File: src/rtl/irq_status_pkg.sv
// shared constants and carrier types of the interrupt status collector
package irq_status_pkg;

    // ------------------------------------------------------------------
    // register byte offsets
    // ------------------------------------------------------------------
    localparam logic [7:0] OFS_INTERRUPT_STATUS = 8'h58;
    localparam logic [7:0] OFS_INTERRUPT_ENABLE = 8'h5c;
    localparam logic [7:0] OFS_BYTE_TEST = 8'h64;
    localparam logic [7:0] OFS_LEVEL_CONFIG = 8'h68;

    // ------------------------------------------------------------------
    // values after reset and fixed read values
    // ------------------------------------------------------------------
    localparam logic [31:0] RST_INTERRUPT_STATUS = 32'h0000_0000;
    localparam logic [31:0] RST_INTERRUPT_ENABLE = 32'h0000_0000;
    localparam logic [31:0] RST_LEVEL_CONFIG = 32'h4800_0000;
    localparam logic [31:0] BYTE_TEST_VALUE = 32'h8765_4321;

    // ------------------------------------------------------------------
    // status bit positions
    // ------------------------------------------------------------------
    localparam int BIT_SOFTWARE = 31;
    localparam int BIT_TX_HALTED = 25;
    localparam int BIT_RX_HALTED = 24;
    localparam int BIT_DROP_HALFWAY = 23;
    localparam int BIT_TX_COMPLETION = 21;
    localparam int BIT_RX_DMA = 20;
    localparam int BIT_TIMER_WRAP = 19;
    localparam int BIT_PHY_EVENT = 18;
    localparam int BIT_WAKE_EVENT = 17;
    localparam int BIT_TX_STATUS_OVERFLOW = 16;
    localparam int BIT_RX_WATCHDOG = 15;
    localparam int BIT_RX_ERROR = 14;
    localparam int BIT_TX_ERROR = 13;
    localparam int BIT_TX_DATA_OVERRUN = 10;
    localparam int BIT_TX_SPACE_AVAILABLE = 9;
    localparam int BIT_TX_STATUS_FULL = 8;
    localparam int BIT_TX_STATUS_LEVEL = 7;
    localparam int BIT_RX_FRAME_DROPPED = 6;
    localparam int BIT_RX_STATUS_FULL = 4;
    localparam int BIT_RX_STATUS_LEVEL = 3;
    localparam int BIT_PIN_EVENT_LO = 0;

    // write-one-to-clear bits, and every implemented bit (phy bit is read-only)
    localparam logic [31:0] STATUS_W1C_MASK = 32'h83bb_e7df;
    localparam logic [31:0] STATUS_IMPL_MASK = 32'h83bf_e7df;
    localparam logic [31:0] LEVEL_CONFIG_MASK = 32'hffff_00ff;

    // level config field positions (tx space in 64 byte blocks, status in words)
    localparam int LVL_TX_SPACE_LO = 24;
    localparam int LVL_TX_STATUS_LO = 16;
    localparam int LVL_RX_STATUS_LO = 0;
    localparam int LVL_FIELD_W = 8;

    // dropped frame counter halfway crossing, timer wrap values
    localparam logic [31:0] DROP_COUNT_BELOW_HALF = 32'h07ff_ffff;
    localparam logic [31:0] DROP_COUNT_AT_HALF = 32'h0800_0000;
    localparam logic [15:0] TIMER_ZERO = 16'h0000;
    localparam logic [15:0] TIMER_WRAPPED = 16'hffff;

    // ------------------------------------------------------------------
    // carriers
    // ------------------------------------------------------------------
    typedef struct packed {
        logic psel;
        logic penable;
        logic pwrite;
        logic [7:0] paddr;
        logic [31:0] pwdata;
    } apb_req_t;

    typedef struct packed {
        logic pready;
        logic [31:0] prdata;
        logic pslverr;
    } apb_rsp_t;

    typedef struct packed {
        logic tx_stop_request;
        logic tx_idle;
        logic rx_halted;
        logic [31:0] drop_count;
        logic tx_completion;
        logic rx_dma_done;
        logic [15:0] timer_count;
        logic phy_event;
        logic wake_detect;
        logic tx_status_overflow;
        logic rx_too_long;
        logic rx_error;
        logic tx_error;
        logic tx_write_when_full;
        logic [7:0] tx_free_blocks;
        logic tx_status_full;
        logic [7:0] tx_status_used;
        logic rx_frame_dropped;
        logic rx_status_full;
        logic [7:0] rx_status_used;
        logic [2:0] pin_events;
        logic enter_low_power;
    } event_in_t;

endpackage

File: src/rtl/interrupt_status_collector.sv
// interrupt status register with its enable mask, level thresholds and wake logic
module interrupt_status_collector
    import irq_status_pkg::*;
#(
    parameter int LEVEL_W = 8
) (
    // clock and reset
    input wire logic mclk,
    input wire logic resetn,
    // register bus
    input wire apb_req_t apb_req,
    output apb_rsp_t apb_rsp,
    // event sources
    input wire event_in_t ev,
    // interrupt and power outputs
    output logic irq_master,
    output logic wake_irq,
    output logic low_power
);

    // ------------------------------------------------------------------
    // elaboration checks
    // ------------------------------------------------------------------
    if (LEVEL_W < 1 || LEVEL_W > LVL_FIELD_W) begin : g_bad_level_w
        $error("LEVEL_W must lie between 1 and 8");
    end

    // ------------------------------------------------------------------
    // state
    // ------------------------------------------------------------------
    typedef struct packed {
        logic [31:0] status;
        logic [31:0] enable;
        logic [31:0] level_cfg;
        logic [31:0] drop_prev;
        logic [15:0] timer_prev;
        logic rx_halted_prev;
        logic tx_halt_prev;
        logic low_power;
        logic [31:0] rdata;
        logic slverr;
    } state_t;

    localparam state_t STATE_RESET = '{
        status: RST_INTERRUPT_STATUS,
        enable: RST_INTERRUPT_ENABLE,
        level_cfg: RST_LEVEL_CONFIG,
        drop_prev: 32'h0000_0000,
        timer_prev: TIMER_WRAPPED,
        rx_halted_prev: 1'b0,
        tx_halt_prev: 1'b0,
        low_power: 1'b0,
        rdata: 32'h0000_0000,
        slverr: 1'b0
    };

    state_t st_ff;
    state_t nxt_st;

    function automatic logic addr_mapped(input logic [7:0] addr);
        return addr == OFS_INTERRUPT_STATUS || addr == OFS_INTERRUPT_ENABLE ||
               addr == OFS_BYTE_TEST || addr == OFS_LEVEL_CONFIG;
    endfunction

    // ------------------------------------------------------------------
    // bus decode
    // ------------------------------------------------------------------
    logic setup_phase;
    logic access_wr;
    logic wr_status;
    logic wr_enable;
    logic wr_byte_test;
    logic wr_level;
    logic [31:0] set_vec;
    logic [31:0] clr_vec;
    logic tx_halt_now;
    logic [LEVEL_W-1:0] thr_tx_space;
    logic [LEVEL_W-1:0] thr_tx_status;
    logic [LEVEL_W-1:0] thr_rx_status;

    assign setup_phase = apb_req.psel && !apb_req.penable;
    assign access_wr = apb_req.psel && apb_req.penable && apb_req.pwrite;
    assign wr_status = access_wr && apb_req.paddr == OFS_INTERRUPT_STATUS;
    assign wr_enable = access_wr && apb_req.paddr == OFS_INTERRUPT_ENABLE;
    assign wr_byte_test = access_wr && apb_req.paddr == OFS_BYTE_TEST;
    assign wr_level = access_wr && apb_req.paddr == OFS_LEVEL_CONFIG;
    assign tx_halt_now = ev.tx_stop_request && ev.tx_idle;

    // thresholds compared in the units of their counts: blocks for tx data, words for status
    assign thr_tx_space = st_ff.level_cfg[LVL_TX_SPACE_LO +: LEVEL_W];
    assign thr_tx_status = st_ff.level_cfg[LVL_TX_STATUS_LO +: LEVEL_W];
    assign thr_rx_status = st_ff.level_cfg[LVL_RX_STATUS_LO +: LEVEL_W];

    // ------------------------------------------------------------------
    // event collection: not gated by the enable mask, except the software flag, set only while its enable bit is still off
    // ------------------------------------------------------------------
    always_comb begin
        set_vec = 32'h0000_0000;
        // a write that turns the software enable on raises the software flag
        set_vec[BIT_SOFTWARE] = wr_enable && apb_req.pwdata[BIT_SOFTWARE] &&
                                !st_ff.enable[BIT_SOFTWARE];
        set_vec[BIT_TX_HALTED] = tx_halt_now && !st_ff.tx_halt_prev;
        set_vec[BIT_RX_HALTED] = ev.rx_halted && !st_ff.rx_halted_prev;
        set_vec[BIT_DROP_HALFWAY] = st_ff.drop_prev == DROP_COUNT_BELOW_HALF &&
                                    ev.drop_count == DROP_COUNT_AT_HALF;
        set_vec[BIT_TX_COMPLETION] = ev.tx_completion;
        set_vec[BIT_RX_DMA] = ev.rx_dma_done;
        set_vec[BIT_TIMER_WRAP] = st_ff.timer_prev == TIMER_ZERO &&
                                  ev.timer_count == TIMER_WRAPPED;
        set_vec[BIT_WAKE_EVENT] = ev.wake_detect;
        set_vec[BIT_TX_STATUS_OVERFLOW] = ev.tx_status_overflow;
        set_vec[BIT_RX_WATCHDOG] = ev.rx_too_long;
        set_vec[BIT_RX_ERROR] = ev.rx_error;
        set_vec[BIT_TX_ERROR] = ev.tx_error;
        set_vec[BIT_TX_DATA_OVERRUN] = ev.tx_write_when_full;
        // level flags re-arm every cycle the condition holds, so a clear while
        // the fifo still sits past its level reads back as set
        set_vec[BIT_TX_SPACE_AVAILABLE] = ev.tx_free_blocks[LEVEL_W-1:0] > thr_tx_space;
        set_vec[BIT_TX_STATUS_FULL] = ev.tx_status_full;
        set_vec[BIT_TX_STATUS_LEVEL] = ev.tx_status_used[LEVEL_W-1:0] > thr_tx_status;
        set_vec[BIT_RX_FRAME_DROPPED] = ev.rx_frame_dropped;
        set_vec[BIT_RX_STATUS_FULL] = ev.rx_status_full;
        set_vec[BIT_RX_STATUS_LEVEL] = ev.rx_status_used[LEVEL_W-1:0] > thr_rx_status;
        set_vec[BIT_PIN_EVENT_LO +: 3] = ev.pin_events;
    end

    // only ones written to write-to-clear positions clear; phy and reserved ignore it
    assign clr_vec = wr_status ? (apb_req.pwdata & STATUS_W1C_MASK) : 32'h0000_0000;

    // ------------------------------------------------------------------
    // next state
    // ------------------------------------------------------------------
    always_comb begin
        nxt_st = st_ff;
        // set wins over a clear landing in the same cycle
        nxt_st.status = ((st_ff.status & ~clr_vec) | set_vec) & STATUS_W1C_MASK;
        nxt_st.status[BIT_PHY_EVENT] = ev.phy_event;
        nxt_st.status = nxt_st.status & STATUS_IMPL_MASK;
        nxt_st.drop_prev = ev.drop_count;
        nxt_st.timer_prev = ev.timer_count;
        nxt_st.rx_halted_prev = ev.rx_halted;
        nxt_st.tx_halt_prev = tx_halt_now;
        if (wr_enable) begin
            nxt_st.enable = apb_req.pwdata & STATUS_IMPL_MASK;
        end
        if (wr_level) begin
            nxt_st.level_cfg = apb_req.pwdata & LEVEL_CONFIG_MASK;
        end
        // a wake event alone leaves low power untouched; any byte test write ends it
        if (wr_byte_test) begin
            nxt_st.low_power = 1'b0;
        end else if (ev.enter_low_power) begin
            nxt_st.low_power = 1'b1;
        end
        // read data is fetched in the setup phase so it comes from flops
        if (setup_phase) begin
            nxt_st.slverr = !addr_mapped(apb_req.paddr);
            if (apb_req.pwrite) begin
                nxt_st.rdata = 32'h0000_0000;
            end else if (apb_req.paddr == OFS_INTERRUPT_STATUS) begin
                nxt_st.rdata = st_ff.status;
            end else if (apb_req.paddr == OFS_INTERRUPT_ENABLE) begin
                nxt_st.rdata = st_ff.enable;
            end else if (apb_req.paddr == OFS_BYTE_TEST) begin
                nxt_st.rdata = BYTE_TEST_VALUE;
            end else if (apb_req.paddr == OFS_LEVEL_CONFIG) begin
                nxt_st.rdata = st_ff.level_cfg;
            end else begin
                nxt_st.rdata = 32'h0000_0000;
            end
        end
    end

    always_ff @(posedge mclk or negedge resetn) begin
        if (!resetn) begin
            st_ff <= STATE_RESET;
        end else begin
            st_ff <= nxt_st;
        end
    end

    // ------------------------------------------------------------------
    // outputs
    // ------------------------------------------------------------------
    assign apb_rsp.pready = 1'b1;
    assign apb_rsp.prdata = st_ff.rdata;
    assign apb_rsp.pslverr = apb_req.psel && apb_req.penable && st_ff.slverr;
    assign irq_master = |(st_ff.status & st_ff.enable);
    // separate path so the external hold-off timer never delays the wake interrupt
    assign wake_irq = st_ff.status[BIT_WAKE_EVENT] && st_ff.enable[BIT_WAKE_EVENT];
    assign low_power = st_ff.low_power;
endmodule

File: config.mk
export PLATFORM = sky130hd
export DESIGN_NAME = interrupt_status_collector
export DESIGN_NICKNAME = d
export VERILOG_FILES = /design/src/rtl/irq_status_pkg.sv /design/src/rtl/interrupt_status_collector.sv
export SDC_FILE = /design/constraint.sdc
export NUM_CORES = 1
export LEC_CHECK = 0
export BUFFER_PORTS_ARGS = -buffer_cell sky130_fd_sc_hd__clkbuf_2
export CORE_UTILIZATION = 50
export DETAILED_ROUTE_END_ITERATION = 10
export PLACE_DENSITY = 0.85
export SLEW_MARGIN = 40
export SYNTH_ARGS = -nofsm -noshare
export SYNTH_HDL_FRONTEND = slang
export SYNTH_SLANG_ARGS = --single-unit
File: constraint.sdc
create_clock -name mclk -period 2.8 [get_ports mclk]
set_clock_uncertainty 0.2 [all_clocks]
set_input_delay 0.14 -clock mclk [delete_from_list [all_inputs] [get_ports mclk]]
set_output_delay 0.14 -clock mclk [all_outputs]
set_load 0.005 [all_outputs]
==> flow_summary.json <==
{
  "outcome": "finished, final reports clean",
  "fin_cells": 1045,
  "wl_per_cell_um": 19.56,
  "layout.area.seq_um2": 3826,
  "synth_seq_cells": 152,
  "synthDistinctLibCells": 53,
  "multi_input_area_um2": 2688,
  "antenna_found_initial": 0,
  "arrival_ns": 2.76,
  "cts_setup_buffers": 0,
  "synthArstFlopShare_pct": 100.0,
  "cts.clk_slew.worst_paths_ns": 0.06,
  "grt.overflow.total": 0,
  "syn_area_um2": 6984,
  "routed_wl_um": 20440,
  "die_x_um": 120.2,
  "die_h_um": 120.2,
  "critPathKind": "input port to flip-flop",
  "track_usage_pct": 29.54,
  "period_needed_ns": 2.664,
  "vias_per_cell": 5.649,
  "final_cell_mix": "clkbuf_2 (166), dfrtp_1 (134), dlygate4sd3_1 (120), nand2_1 (47), a21oi_1 (40)",
  "num_io_pins": 173,
  "cts_tree": "yes",
  "max_freq_mhz": 375.4,
  "clock_sinks": 152,
  "rsz0062_at_grt": "no",
  "setup.worst_path.end_class": "flip-flop",
  "setup_viol": 0,
  "synth_edf_count": 0,
  "h-tree-depth": 4,
  "drt-pass1-iter-count": 5,
  "finalHoldViolCount": 0,
  "cap_violations": 0,
  "path_max_fanout": 22,
  "hold_depth": 5,
  "ir_drop_v": 0.0004629,
  "vias": 5903,
  "crit_family": "buffers and inverters",
  "seq_area_frac_synth_pct": 54.78,
  "tightestPinTransition_ns": 0.7221,
  "area_growth_pct": 37.39,
  "start_kind": "input port",
  "fillCellCount": 905,
  "drc": 0,
  "finalMaxSlewViolations": 0,
  "syn-mean-instance-area_um2": 11.76,
  "core_area_um2": 13450,
  "final.setup.tns_ns": 0,
  "synth_ff_type": "dfrtp_1",
  "timing.final.crit_share_pct": 95.15,
  "dp_hpwl_um": 11750,
  "path_cells": "dlygate4sd3_1 -> clkbuf_2 -> nor4bb_2 -> buf_4 -> and4_4 -> nand2_1 -> a21o_1 -> dlygate4sd3_1",
  "nets": 1016,
  "routabilityCongestion": 0.8502,
  "p_per_area_nw_per_um2": 525.9,
  "clockBufferDepth": 2,
  "initial_utilization_pct": 51.92,
  "crit_path_frequent_cell": "dlygate4sd3_1",
  "rr_worst_depth": 6,
  "slew_headroom_pct": 51.86,
  "critical_path.max_stage_delay_ns": 0.57,
  "grt_pass1_vias": 6270,
  "syn_inst": 594,
  "required_ns": 2.90,
  "ant_nets": 0,
  "ys_warn_count": 0,
  "portBuffers": 167,
  "min_path_type": "input port to flip-flop",
  "path_buf_inv": 4,
  "drt_iter0_drc": 453,
  "numCtsBuffers": 17,
  "drive_gt1_share_pct": 32.45,
  "grt_max_degree": 75,
  "cp_slowest_cell": "dlygate4sd3_1",
  "core.rowCount": 42,
  "insertion_delay_ns": 0.44,
  "crit_cells": 8,
  "grt_first_pass_wirelength_um": 31860,
  "clock-root-buffer": "clkbuf_16",
  "final_common_cell": "clkbuf_2",
  "placed_cells": 893,
  "dieArea_um2": 14440,
  "p_leak_nw": 4.459,
  "antenna_cells": 0
}
metrics by stage:
step | power (mW) | setup slack, ns | cell area, µm² | utilization, % | hold slack (ns)
finish | 5.046 | 0.1359 | 9595 | 71.33 | 0.02635
global route | 5.205 | 0.08192 | 9595 | 71.33 | 0.04018
CTS | 5.041 | 0.2258 | 9595 | 71.33 | 0.01844
detailed placement | 2.643 | 0.7497 | 7789 | 57.90 | 0.02149
global placement | 2.634 | 0.7720 | 7786 | 57.88 | 0.01383
floorplan | 2.428 | 1.119 | 6988 | - | -0.3556
routing by layer:
metal / routed length (µm) / part of all wire [%] / up-vias / global-route usage, %
li1: - / - / 2649 / -
met5: 0 / 0 / - / 0
met4: 624 / 3.1 / 0 / 13.13
met1: 7614 / 37 / 2888 / 33.62
met3: 1662 / 8.1 / 51 / 7.783
met2: 10540 / 52 / 315 / 51.94
timing repair:
item / in CTS / in global routing
hold buffers: 120 / 0
endpoints found under the hold margin: 199 / 0
resized for setup: 0 / 0
cell usage after synthesis (all sizes together), types with 5 or more instances:
master | number | area, µm²
dfrtp | 134 | 3353
buf | 48 | 362.8
mux2 | 47 | 600.6
nand2 | 47 | 176.4
a21oi | 40 | 200.2
inv | 27 | 101.4
ha | 24 | 300.3
nand3 | 23 | 140.1
nor2 | 23 | 86.33
dfstp | 18 | 473.0
nand4 | 17 | 106.4
a21o | 15 | 112.6
nor4 | 11 | 68.82
a22oi | 10 | 75.07
o41ai | 10 | 87.58
a211o | 8 | 70.07
clkbuf | 8 | 30.03
a22o | 6 | 52.55
nor2b | 6 | 37.54
o21ai | 6 | 30.03
and4 | 5 | 46.29
nand2b | 5 | 31.28
o31ai | 5 | 37.54
worst paths after layout:
check | to | slack, ns | start
min | st_ff[155] | 0.03 | ev[17]
max | st_ff[156] | 0.14 | apb_req[35]
min reg2reg | apb_rsp[14] | 0.29 | apb_rsp[14]
max in group asynchronous | st_ff[38] | 1.51 | resetn
max reg2reg | st_ff[151] | 0.92 | st_ff[89]
min in group asynchronous | st_ff[149] | 0.12 | resetn
worst min-delay path: stages:
cell       delay, ns
clkbuf_2        0.09
ha_1            0.13
a21oi_1         0.03
nor4bb_1        0.11
o2bb2ai_1       0.12
cell type report:
cell class | instances | share of cell area (%)
tap | 176 | 2.295
timing repair buffer | 298 | 22.41
inverter | 28 | 1.095
clock buffer | 25 | 5.816
multi-input combinational | 359 | 28.01
clock inverter | 7 | 0.4955
sequential | 152 | 39.87
where the power goes:
part	switching, mW	total, mW	internal, mW
combinational	0.224	0.464	0.239
clock	0.918	2.31	1.39
sequential	0.0219	2.28	2.26
sequential cells by signal (all words and copies together) (netlist names):
register / count
low_power: 1
apb_rsp: 30
st_ff: 121
cells by family (layout without fill, tap and decap cells):
kind of cell / Yosys count / count (layout) / synth area share (%)
other: 2 / 3 / 0.1075
AND/OR/NAND/NOR: 163 / 163 / 12.81
multiplexers: 50 / 50 / 9.029
buffers and inverters: 84 / 358 / 7.130
adder cells (fa/ha/maj): 24 / 24 / 4.300
flip-flops: 152 / 152 / 54.78
AO/OA/AOI/OAI: 119 / 119 / 11.84
(Power assumes the default switching activity.)
